### src/hdl/adcmc_regs.svh
// Purpose: Constants shared by the converter controller files
// Assumes: 50 MHz ref_clk, a period of 20 ns
// Notes: Definitions only
`ifndef ADCMC_REGS_SVH
`define ADCMC_REGS_SVH

// ----------------------------------------
// Command register fields
// ----------------------------------------
`define ADCMC_CMD_W 2
`define ADCMC_CMD_RUN_BIT 0
`define ADCMC_CMD_MODE_BIT 1
`define ADCMC_CMD_RESET 2'h0

// ----------------------------------------
// Channel codes and field widths
// ----------------------------------------
`define ADCMC_MAX_SLOTS 64
`define ADCMC_CH_W 5
`define ADCMC_SMP_W 12
`define ADCMC_TSD_CH 5'h11
`define ADCMC_NULL_CH 5'h1F
`define ADCMC_TSD_HW_SEL 5'h00

// ----------------------------------------
// Timing
// ----------------------------------------
`define ADCMC_CLK_NS 20
`define ADCMC_RSP_GAP_NS 1000
`define ADCMC_PWRUP_NS 1000
`define ADCMC_RSP_GAP_CYC ((`ADCMC_RSP_GAP_NS + `ADCMC_CLK_NS - 1) / `ADCMC_CLK_NS)
`define ADCMC_PWRUP_CYC ((`ADCMC_PWRUP_NS + `ADCMC_CLK_NS - 1) / `ADCMC_CLK_NS)
`define ADCMC_CONT_WIN_CYC 2

`endif

### src/hdl/adcmc_pkg.sv
// Purpose: Types of the converter controller
// Assumes: Nothing
// Notes: Imported by no file; every use is scoped
package adcmc_pkg;

  // ----------------------------------------
  // Command stream and response carriers
  // ----------------------------------------
  typedef enum logic [1:0] {
    OP_CONVERT = 2'h1,
    OP_PWRDOWN = 2'h2
  } adcmc_op_e;

  typedef struct packed {
    adcmc_op_e op;
    logic [5:0] slot;
    logic sop;
    logic eop;
  } adcmc_cmd_s;

  typedef struct packed {
    logic valid;
    logic [5:0] slot;
    logic [4:0] channel;
    logic sop;
    logic eop;
  } adcmc_rsp_s;

  // Control core states
  typedef enum logic [5:0] {
    ST_OFF = 6'h01,
    ST_PWRUP = 6'h02,
    ST_IDLE = 6'h04,
    ST_CONV = 6'h08,
    ST_SYNC = 6'h10,
    ST_GAP = 6'h20
  } adcmc_state_e;

endpackage

### src/hdl/adcmc_top.sv
// Purpose: Converter controller: sequencer, control cores, sync, merge,
//          sample storage and limit checks around the hard converter
// Assumes: Hard block pins are sampled on ref_clk; end of conversion is
//          resynchronised as it comes from the converter clock
// Notes: Notes on behaviour below
// Notes on behaviour
// - Control core takes stream commands, decodes them, drives the hard block.
// - Sequencer holds a mode command register and a fixed slot sequence.
// - Sequence length and slot channels are build parameters only.
// - Host reads and writes the sequencer command register.
// - Sequencer streams commands downstream in slot order.
// - Storage writes each sample to RAM; host reads RAM.
// - Optional interrupt after each complete pass through the sequence.
// - Merge combines simultaneous responses of two cores into one packet.
// - Merge exists for two converters, with or without on-chip storage.
// - Two-converter build has a synchronizer keeping conversions aligned.
// - Cores flag sync valid; sync ready after both; cores advance together.
// - Limit check flags samples above maximum or below minimum.
// - Each limit violation leaves as a stream transfer.
// - Limit enables and values are build parameters only.
// - Command channel numbers are translated to hard block selections.
// - Only power up, power down, pin and temperature conversions.
// - Soft logic and converter clock events cross safely.
// - Control core has no run-time settings.
// - Ready only when able to convert; one command outstanding at most.
// - Ready returns once the current command is done.
`timescale 1ns/1ps
`include "adcmc_regs.svh"
module adcmc_top #(
  parameter int NUM_ADC = 1,
  parameter bit HAS_STORAGE = 1'b1,
  parameter int SEQ_LEN = 4,
  parameter logic [`ADCMC_MAX_SLOTS*5-1:0] SLOT_CH = 320'h88C41,
  parameter logic [`ADCMC_MAX_SLOTS*5-1:0] SLOT_CH2 = 320'hF8C41,
  parameter logic [31:0] MAX_EN = 32'h0000_0000,
  parameter logic [31:0] MIN_EN = 32'h0000_0000,
  parameter logic [11:0] MAX_VAL = 12'hFFF,
  parameter logic [11:0] MIN_VAL = 12'h000
) (
  input wire logic ref_clk,
  input wire logic resetn,
  input wire logic seqCmdWrite,
  input wire logic [`ADCMC_CMD_W-1:0] seqCmdWdata,
  output logic [`ADCMC_CMD_W-1:0] seqCmdRdata,
  input wire logic [5:0] ramRdAddr,
  output logic [NUM_ADC*12-1:0] ramRdData,
  input wire logic irqEnable,
  input wire logic irqClear,
  output logic irq,
  output logic [NUM_ADC-1:0] adcSoc,
  output logic [NUM_ADC-1:0] adcPowerDown,
  output logic [NUM_ADC-1:0] adcTempSense,
  output logic [NUM_ADC*5-1:0] adcChanSel,
  input wire logic [NUM_ADC-1:0] adcEoc,
  input wire logic [NUM_ADC*12-1:0] adcDout,
  output adcmc_pkg::adcmc_rsp_s resp,
  output logic [NUM_ADC*12-1:0] respData,
  output logic [NUM_ADC-1:0] violValid,
  output logic [NUM_ADC*5-1:0] violChannel,
  output logic [NUM_ADC-1:0] violAboveMax,
  output logic [NUM_ADC-1:0] violBelowMin
);
  localparam logic [7:0] GAP_LAST = 8'(`ADCMC_RSP_GAP_CYC - 1);
  localparam logic [7:0] PWRUP_LAST = 8'(`ADCMC_PWRUP_CYC - 1);
  localparam logic [7:0] CONT_WIN = 8'(`ADCMC_CONT_WIN_CYC);
  localparam logic [5:0] LAST_SLOT = 6'(SEQ_LEN - 1);
  // Reset image of the command register, picked apart bit by bit
  localparam logic [`ADCMC_CMD_W-1:0] CMD_RST = `ADCMC_CMD_RESET;

  // ----------------------------------------
  // Sequencer
  // ----------------------------------------
  logic seqRun_r, seqMode_r, seqValid_r, pdPend_r, cmdReady_r;
  logic [5:0] slot_r;
  adcmc_pkg::adcmc_cmd_s cmd;

  // Handshake on valid and ready; fields are sampled in that cycle
  wire take = seqValid_r & cmdReady_r;
  wire lastSlot = (slot_r == LAST_SLOT);
  wire passEnd = take & ~pdPend_r & lastSlot;
  wire swRun = seqCmdWrite & seqCmdWdata[`ADCMC_CMD_RUN_BIT];
  // Single mode stops itself at the pass end; a clear takes effect at the pass end too
  wire hwStop = passEnd & (~seqMode_r | ~seqRun_r);
  wire runNxt = swRun | (seqCmdWrite ? 1'b0 : (seqRun_r & ~hwStop));
  wire [5:0] slotNxt = take & ~pdPend_r ? (lastSlot ? 6'h00 : slot_r + 6'h01) : slot_r;
  wire pdPendNxt = (pdPend_r & ~take) | hwStop;

  // Command presented from the current slot, in slot order
  always_comb begin
    cmd.op = pdPend_r ? adcmc_pkg::OP_PWRDOWN : adcmc_pkg::OP_CONVERT;
    cmd.slot = slot_r;
    cmd.sop = (slot_r == 6'h00);
    cmd.eop = lastSlot;
  end

  // Set by software wins over the self-clear in the same cycle
  always_ff @(posedge ref_clk or negedge resetn) begin
    if (!resetn) begin
      seqRun_r <= CMD_RST[`ADCMC_CMD_RUN_BIT];
      seqMode_r <= CMD_RST[`ADCMC_CMD_MODE_BIT];
      slot_r <= 6'h00;
      pdPend_r <= 1'b0;
      seqValid_r <= 1'b0;
      seqCmdRdata <= `ADCMC_CMD_RESET;
    end else begin
      seqRun_r <= runNxt;
      if (seqCmdWrite) begin
        seqMode_r <= seqCmdWdata[`ADCMC_CMD_MODE_BIT];
      end
      slot_r <= slotNxt;
      pdPend_r <= pdPendNxt;
      seqValid_r <= runNxt | (slotNxt != 6'h00) | pdPendNxt;
      seqCmdRdata <= {seqCmdWrite ? seqCmdWdata[`ADCMC_CMD_MODE_BIT] : seqMode_r, runNxt};
    end
  end

  // ----------------------------------------
  // Control cores and synchronizer
  // ----------------------------------------
  logic [NUM_ADC-1:0] coreReadyNxt, syncValid;
  logic [NUM_ADC*12-1:0] samples;
  logic syncReady_r;

  for (genvar k = 0; k < NUM_ADC; k++) begin : gCore
    adcmc_pkg::adcmc_state_e state_r, state_nxt;
    logic [7:0] cnt_r, cnt_nxt;
    logic soc_r, soc_nxt, pd_r, pd_nxt, tsen_r, tsen_nxt, sv_r, sv_nxt;
    logic [4:0] chsel_r, chsel_nxt;
    logic [11:0] smp_r, smp_nxt;
    logic [2:0] eocSync_r;
    logic isNull_r, isNull_nxt;

    // Slot to hard block selection; second core uses its own table
    wire [4:0] slotCh = (k == 0) ? SLOT_CH[cmd.slot*5 +: 5] : SLOT_CH2[cmd.slot*5 +: 5];
    wire isTsd = (slotCh == `ADCMC_TSD_CH);
    wire [4:0] hwSel = isTsd ? `ADCMC_TSD_HW_SEL : slotCh;
    // Only the last two stages feed the edge detector
    wire eocRise = eocSync_r[1] & ~eocSync_r[2];
    wire takeConv = take & (cmd.op == adcmc_pkg::OP_CONVERT);
    wire takePd = take & (cmd.op == adcmc_pkg::OP_PWRDOWN);

    always_comb begin
      state_nxt = state_r;
      cnt_nxt = cnt_r;
      soc_nxt = soc_r;
      pd_nxt = pd_r;
      tsen_nxt = tsen_r;
      chsel_nxt = chsel_r;
      sv_nxt = sv_r;
      smp_nxt = smp_r;
      isNull_nxt = isNull_r;
      case (state_r)
        adcmc_pkg::ST_OFF: begin
          if (takeConv) begin
            state_nxt = adcmc_pkg::ST_PWRUP;
            pd_nxt = 1'b0;
            cnt_nxt = 8'h00;
            chsel_nxt = hwSel;
            tsen_nxt = isTsd;
            isNull_nxt = (slotCh == `ADCMC_NULL_CH);
          end
        end
        adcmc_pkg::ST_PWRUP: begin
          cnt_nxt = cnt_r + 8'h01;
          if (cnt_r == PWRUP_LAST) begin
            state_nxt = adcmc_pkg::ST_CONV;
            soc_nxt = 1'b1;
          end
        end
        adcmc_pkg::ST_IDLE: begin
          if (takePd) begin
            state_nxt = adcmc_pkg::ST_OFF;
            pd_nxt = 1'b1;
            soc_nxt = 1'b0;
            tsen_nxt = 1'b0;
          end else if (takeConv) begin
            state_nxt = adcmc_pkg::ST_CONV;
            soc_nxt = 1'b1;
            chsel_nxt = hwSel;
            tsen_nxt = isTsd;
            isNull_nxt = (slotCh == `ADCMC_NULL_CH);
          end else if (cnt_r == CONT_WIN) begin
            soc_nxt = 1'b0;
          end else begin
            cnt_nxt = cnt_r + 8'h01;
          end
        end
        adcmc_pkg::ST_CONV: begin
          if (eocRise) begin
            state_nxt = adcmc_pkg::ST_SYNC;
            sv_nxt = 1'b1;
            // Empty slot of the second converter reads as zero
            smp_nxt = isNull_r ? 12'h000 : adcDout[k*12 +: 12];
          end
        end
        adcmc_pkg::ST_SYNC: begin
          if (syncReady_r) begin
            state_nxt = adcmc_pkg::ST_GAP;
            sv_nxt = 1'b0;
            cnt_nxt = 8'h00;
          end
        end
        adcmc_pkg::ST_GAP: begin
          // Holds ready low so responses keep their least spacing
          cnt_nxt = cnt_r + 8'h01;
          if (cnt_r == GAP_LAST) begin
            state_nxt = adcmc_pkg::ST_IDLE;
            cnt_nxt = 8'h00;
          end
        end
        default: begin
          state_nxt = adcmc_pkg::ST_OFF;
        end
      endcase
    end

    always_ff @(posedge ref_clk or negedge resetn) begin
      if (!resetn) begin
        state_r <= adcmc_pkg::ST_OFF;
        cnt_r <= 8'h00;
        soc_r <= 1'b0;
        pd_r <= 1'b1;
        tsen_r <= 1'b0;
        chsel_r <= 5'h00;
        sv_r <= 1'b0;
        smp_r <= 12'h000;
        isNull_r <= 1'b0;
        eocSync_r <= 3'h0;
      end else begin
        state_r <= state_nxt;
        cnt_r <= cnt_nxt;
        soc_r <= soc_nxt;
        pd_r <= pd_nxt;
        tsen_r <= tsen_nxt;
        chsel_r <= chsel_nxt;
        sv_r <= sv_nxt;
        smp_r <= smp_nxt;
        isNull_r <= isNull_nxt;
        eocSync_r <= {eocSync_r[1:0], adcEoc[k]};
      end
    end

    // Ready only in a state that can start a conversion
    assign coreReadyNxt[k] = (state_nxt == adcmc_pkg::ST_IDLE) |
                             (state_nxt == adcmc_pkg::ST_OFF);
    assign syncValid[k] = sv_r;
    assign samples[k*12 +: 12] = smp_r;
    assign adcSoc[k] = soc_r;
    assign adcPowerDown[k] = pd_r;
    assign adcTempSense[k] = tsen_r;
    assign adcChanSel[k*5 +: 5] = chsel_r;
  end

  // Ready drops the cycle after a conversion take, so one command is outstanding
  always_ff @(posedge ref_clk or negedge resetn) begin
    if (!resetn) begin
      cmdReady_r <= 1'b0;
      syncReady_r <= 1'b0;
    end else begin
      cmdReady_r <= &coreReadyNxt;
      syncReady_r <= (&syncValid) & ~syncReady_r;
    end
  end

  // ----------------------------------------
  // Response and merge
  // ----------------------------------------
  logic [5:0] curSlot_r;
  logic [4:0] curCh_r;
  logic curSop_r, curEop_r;

  // Command fields kept for the response of the conversion in flight
  always_ff @(posedge ref_clk or negedge resetn) begin
    if (!resetn) begin
      curSlot_r <= 6'h00;
      curCh_r <= 5'h00;
      curSop_r <= 1'b0;
      curEop_r <= 1'b0;
    end else if (take && cmd.op == adcmc_pkg::OP_CONVERT) begin
      curSlot_r <= cmd.slot;
      curCh_r <= SLOT_CH[cmd.slot*5 +: 5];
      curSop_r <= cmd.sop;
      curEop_r <= cmd.eop;
    end
  end

  // All converter samples leave in one packet; nothing can stall it
  always_ff @(posedge ref_clk or negedge resetn) begin
    if (!resetn) begin
      resp <= '0;
      respData <= '0;
    end else begin
      resp.valid <= syncReady_r;
      resp.slot <= curSlot_r;
      resp.channel <= curCh_r;
      resp.sop <= curSop_r;
      resp.eop <= curEop_r;
      respData <= samples;
    end
  end

  // ----------------------------------------
  // Sample storage and limit checks
  // ----------------------------------------
  if (HAS_STORAGE) begin : gStore
    // With two converters this stores the merged packet
    adcmc_sample_ram #(.W(NUM_ADC*12), .DEPTH(`ADCMC_MAX_SLOTS), .AW(6)) uRam (
      .ref_clk(ref_clk),
      .wrEn(resp.valid),
      .wrAddr(resp.slot),
      .wrData(respData),
      .rdAddr(ramRdAddr),
      .rdData(ramRdData)
    );

    // Block flag: a new pass end wins over a clear in the same cycle
    always_ff @(posedge ref_clk or negedge resetn) begin
      if (!resetn) begin
        irq <= 1'b0;
      end else begin
        irq <= (resp.valid & resp.eop & irqEnable) | (irq & ~irqClear);
      end
    end
  end else begin : gNoStore
    assign ramRdData = '0;
    assign irq = 1'b0;
  end

  for (genvar k = 0; k < NUM_ADC; k++) begin : gThr
    adcmc_threshold #(
      .MAX_EN(MAX_EN),
      .MIN_EN(MIN_EN),
      .MAX_VAL(MAX_VAL),
      .MIN_VAL(MIN_VAL)
    ) uThr (
      .ref_clk(ref_clk),
      .resetn(resetn),
      .smpValid(resp.valid),
      .smpChannel(resp.channel),
      .smpData(respData[k*12 +: 12]),
      .violValid(violValid[k]),
      .violChannel(violChannel[k*5 +: 5]),
      .violAboveMax(violAboveMax[k]),
      .violBelowMin(violBelowMin[k])
    );
  end
endmodule

### src/hdl/adcmc_sample_ram.sv
// Purpose: Sample store, one entry per sequence slot
// Assumes: One write and one read port on ref_clk
// Notes: Read data is registered, one cycle behind the address
`timescale 1ns/1ps
module adcmc_sample_ram #(
  parameter int W = 12,
  parameter int DEPTH = 64,
  parameter int AW = 6
) (
  input wire logic ref_clk,
  input wire logic wrEn,
  input wire logic [AW-1:0] wrAddr,
  input wire logic [W-1:0] wrData,
  input wire logic [AW-1:0] rdAddr,
  output logic [W-1:0] rdData
);
  logic [W-1:0] mem [DEPTH];

  // ----------------------------------------
  // Storage
  // ----------------------------------------
  // No reset on the array so it maps to block RAM
  always_ff @(posedge ref_clk) begin
    if (wrEn) begin
      mem[wrAddr] <= wrData;
    end
    rdData <= mem[rdAddr];
  end
endmodule

### src/hdl/adcmc_threshold.sv
// Purpose: Limit check on each response sample of one converter
// Assumes: Samples arrive as one-cycle valid pulses
// Notes: Limits and enables are fixed at build time
`timescale 1ns/1ps
module adcmc_threshold #(
  parameter logic [31:0] MAX_EN = 32'h0000_0000,
  parameter logic [31:0] MIN_EN = 32'h0000_0000,
  parameter logic [11:0] MAX_VAL = 12'hFFF,
  parameter logic [11:0] MIN_VAL = 12'h000
) (
  input wire logic ref_clk,
  input wire logic resetn,
  input wire logic smpValid,
  input wire logic [4:0] smpChannel,
  input wire logic [11:0] smpData,
  output logic violValid,
  output logic [4:0] violChannel,
  output logic violAboveMax,
  output logic violBelowMin
);
  // ----------------------------------------
  // Compare
  // ----------------------------------------
  wire overMax = MAX_EN[smpChannel] && (smpData > MAX_VAL);
  wire underMin = MIN_EN[smpChannel] && (smpData < MIN_VAL);

  // Violation reported as a one-cycle stream transfer
  always_ff @(posedge ref_clk or negedge resetn) begin
    if (!resetn) begin
      violValid <= 1'b0;
      violChannel <= 5'h00;
      violAboveMax <= 1'b0;
      violBelowMin <= 1'b0;
    end else begin
      violValid <= smpValid & (overMax | underMin);
      violChannel <= smpChannel;
      violAboveMax <= smpValid & overMax;
      violBelowMin <= smpValid & underMin;
    end
  end
endmodule

### config.mk
export PLATFORM = sky130hd
export DESIGN_NAME = adcmc_top
export DESIGN_NICKNAME = d
export VERILOG_FILES = /design/src/hdl/adcmc_pkg.sv /design/src/hdl/adcmc_top.sv /design/src/hdl/adcmc_sample_ram.sv /design/src/hdl/adcmc_threshold.sv
export VERILOG_INCLUDE_DIRS = /design/src /design/src/hdl
export SDC_FILE = /design/constraint.sdc
export NUM_CORES = 1
export LEC_CHECK = 0
export ABC_AREA = 1
export BUFFER_PORTS_ARGS = -buffer_cell sky130_fd_sc_hd__buf_2
export CAP_MARGIN = 20
export CORE_UTILIZATION = 62
export CTS_CLUSTER_SIZE = 8
export DETAILED_ROUTE_END_ITERATION = 8
export PLACE_DENSITY = 0.76
export SYNTH_ARGS = -nofsm -noshare
export SYNTH_HDL_FRONTEND = slang
export SYNTH_SLANG_ARGS = --single-unit
### constraint.sdc
create_clock -name ref_clk -period 1.95 [get_ports ref_clk]
set_input_delay 0.2925 -clock ref_clk [delete_from_list [all_inputs] [get_ports ref_clk]]
set_output_delay 0.2925 -clock ref_clk [all_outputs]
set_load 0.01 [all_outputs]
==> results.md <==
* Status: complete, no violations
* Vias in the first global route at 24071
* Num CTS Buffers at 118
* Gpl congestion at 0.9428
* Clock latency on the worst-skew pair at 690 ps
* Worst-Margin Slew at 632.0 ps
* Die area at 0.05778 mm²
* Peak Freq at 0.5214 GHz
* P per Cell Area at 1073 mW/mm²
* Final nets at 3279
* I/O Pins at 83
* Cell taking the most area after synthesis: edfxtp_1
* Final setup viols at 0
* Yosys warns at 0
* Post-DP HPWL at 57810 µm
* Clock transition at the registers of the reported paths at 50 ps
* CTS max path bufs at 3
* Post-synth ARST share at 10.03%
* Layout cells sized above 1 at 13.21%
* Sequential cell area at 0.02550 mm²
* Drt via density at 6.096
* Initial Utilization at 62.61%
* Core footprint at 0.05628 mm²
* Multi-input combinational cell area at 0.008588 mm²
* Worst setup SP type: flop
* Final Instance Count excl. Fillers at 4057
* GRT Overall Usage at 33.47%
* Commonest cells post-synth: nand2_1 (1049), edfxtp_1 (768), nand3_1 (670)
* Max-capacitance violation count at 0
* Final period util at 98.35%
* Worst path slowest cell: dfrtp_1
* Max incr delay on CP at 450 ps
* CP max FO at 12
* Crit-path cells: inv_1, nor3_1, nand2_2, nor2_1, buf_4
* RSZ-0062 raised after global routing: yes
* Max rail drop VDD at 1.055 mV
* DR DRC count at 0
* Clock sink count at 867
* Antenna Nets Post-Route at 0
* Post-synth top flop: edfxtp_1
* Mapped Avg Cell Area at 11.61 µm²
* Clock Tree Root: clkbuf_16
* Cells after DPL at 3861
* Drt first pass iters at 6
* # rows at 87
* Antenna Cells at 0
* Top cell type's share of synthesized area at 65.45%
* Die Wd at 240.4 µm
* Synth Instances at 3034
* Port buffer count at 73
* Post-route cell area at 0.04091 mm²
* Setup TNS at 0 ps
* Worst Skew at 32.07 ps
* Critical setup path kind: flop to flop
* Worst Path Arrival at 2290 ps
* Largest cells by area after synthesis: edfxtp_1 (65%), nand2_1 (11%), nand3_1 (9.5%), dfrtp_1 (6.0%), buf_2 (1.1%)
* Max_slew headroom at 57.87%
* Iteration-0 DRC Markers at 3300
* H-tree levels at 3
* Final hold vios at 0
* CP Data Required Time at 2320 ps
* First-pass GRT wire length at 142300 µm
* Max Transition Viols Final at 0
* Yosys reg bits at 867
* Top-count cell post-synth: nand2_1
* Via count at 24733
* Fin crit period at 1918 ps
* Detailed Route WL at 94670 µm
* Mapped Area at 0.03523 mm²
* Sequential share of the synthesized area at 72.32%
* Global route total overflow at 0
* DP Area at 0.03747 mm²
* PnR Total Power at 43.91 mW
* Die Y at 240.4 µm
* Setup Buffers After CTS at 0
* Fillers at 3658
* Post-synth EDFFs at 768
* Synth-to-layout area growth at 16.12%
* HP Class: input pin to flop
* CTS tree: yes
* Initial antenna violation count at 1
* LEAKAGE at 15.65 nW
* Wire per inst at 23.33 µm
* Pin count of the biggest net entering global routing at 73
* Crit path capture type: flop
* Synth cell types at 39
==> path summary, 6_finish.rpt <==
kind                                         from               endpoint  slack [ps]  cells past startpoint
min in group asynchronous                  resetn      gCore[0].cnt_r[3]          70                      2
worst max-delay path                      resp[8]  gStore.uRam.mem[7][9]          30                      5
worst min-delay path                 ramRdAddr[5]  gStore.uRam.rdData[3]          50                      3
max in group asynchronous                  resetn                resp[7]        1300                      3
worst min register to register  gCore[0].smp_r[8]            respData[8]         370                      0
worst max register to register            resp[8]  gStore.uRam.mem[7][9]          30                      5
==> layout make-up <==
type / count / share of cell area, %
sequential: 867 / 62.34
multi-input combinational: 1930 / 20.99
timing repair buffer: 267 / 5.896
tap: 756 / 2.312
clock inverter: 6 / 0.1254
clock buffer: 169 / 7.737
inverter: 62 / 0.6025
==> metal layers <==
metal | up-vias | wire length [µm] | GRT usage (%) | share of wire [%]
met5 | - | 15 | 0 | 0.016
met4 | 2 | 3896 | 16.08 | 4.1
met3 | 242 | 10690 | 6.705 | 11
li1 | 10934 | - | - | -
met2 | 1675 | 45020 | 52.57 | 48
met1 | 11880 | 35060 | 45.16 | 37
==> critical path, delay by kind of cell, from the launching register on <==
kind	cells	cell delay [ps]
and+or+nand+nor	3	780
DFF	1	450
buffers and inverters	2	380
==> per-stage QoR <==
step           setup slack [ps]  hold WS, ps  util [%]
6_report                  32.26        49.81     72.70
5_1_grt                  -34.16        53.91     72.70
4_1_cts                   15.22        17.99     72.67
3_5_place_dp             -12.07        216.8     66.57
3_3_place_gp              18.79        212.9     66.57
2_1_floorplan             109.7       -3.091         -
==> logic make-up after synthesis <==
logic type,synth area share (%)
xor gates and xnor gates,0.09942
muxes,0.5007
DFF,72.32
adders and majority gates,0.2486
buffers and inverters,3.416
and+or+nand+nor,22.75
other,0.01064
AOI/OAI and AO/OA,0.6534
==> registers in the layout, indices dropped and copies added, names as in the netlist, 2 cells and up <==
name / count
gStore.uRam.rdData: 12
slot_r: 6
gStore.uRam.mem: 768
gCore.eocSync_r: 3
respData: 12
gCore.cnt_r: 8
gCore.state_r: 6
resp: 12
gCore.smp_r: 12
gThr.uThr.violChannel: 3
curSlot_r: 6
seqCmdRdata: 2
adcChanSel: 3
curCh_r: 3
==> placed cells by master (no fill, tap or decap), types with 50 or more instances in the layout <==
cell type,netlist,routed
buf_2,74,69
dfrtp_1,85,72
edfxtp_1,768,768
nand2_1,1049,1047
nand3_1,670,670
inv_1,57,56
clkbuf_1,46,50
clkbuf_16,0,119
nor2_1,93,93
buf_4,46,133
==> power by group <==
group          switching [mW]  internal [mW]
Sequential              0.498           20.7
Combinational            3.16           1.37
Clock                    7.22           11.0
Total                    10.9           33.0
==> repair_timing <==
item                       4_1_cts  5_1_grt
setup endpoints to repair        2      221
hold buffers                    21        0
resized for setup                2        5
hold endpoints to repair       103        0
No activity file was read; power rests on OpenSTA's default activity.
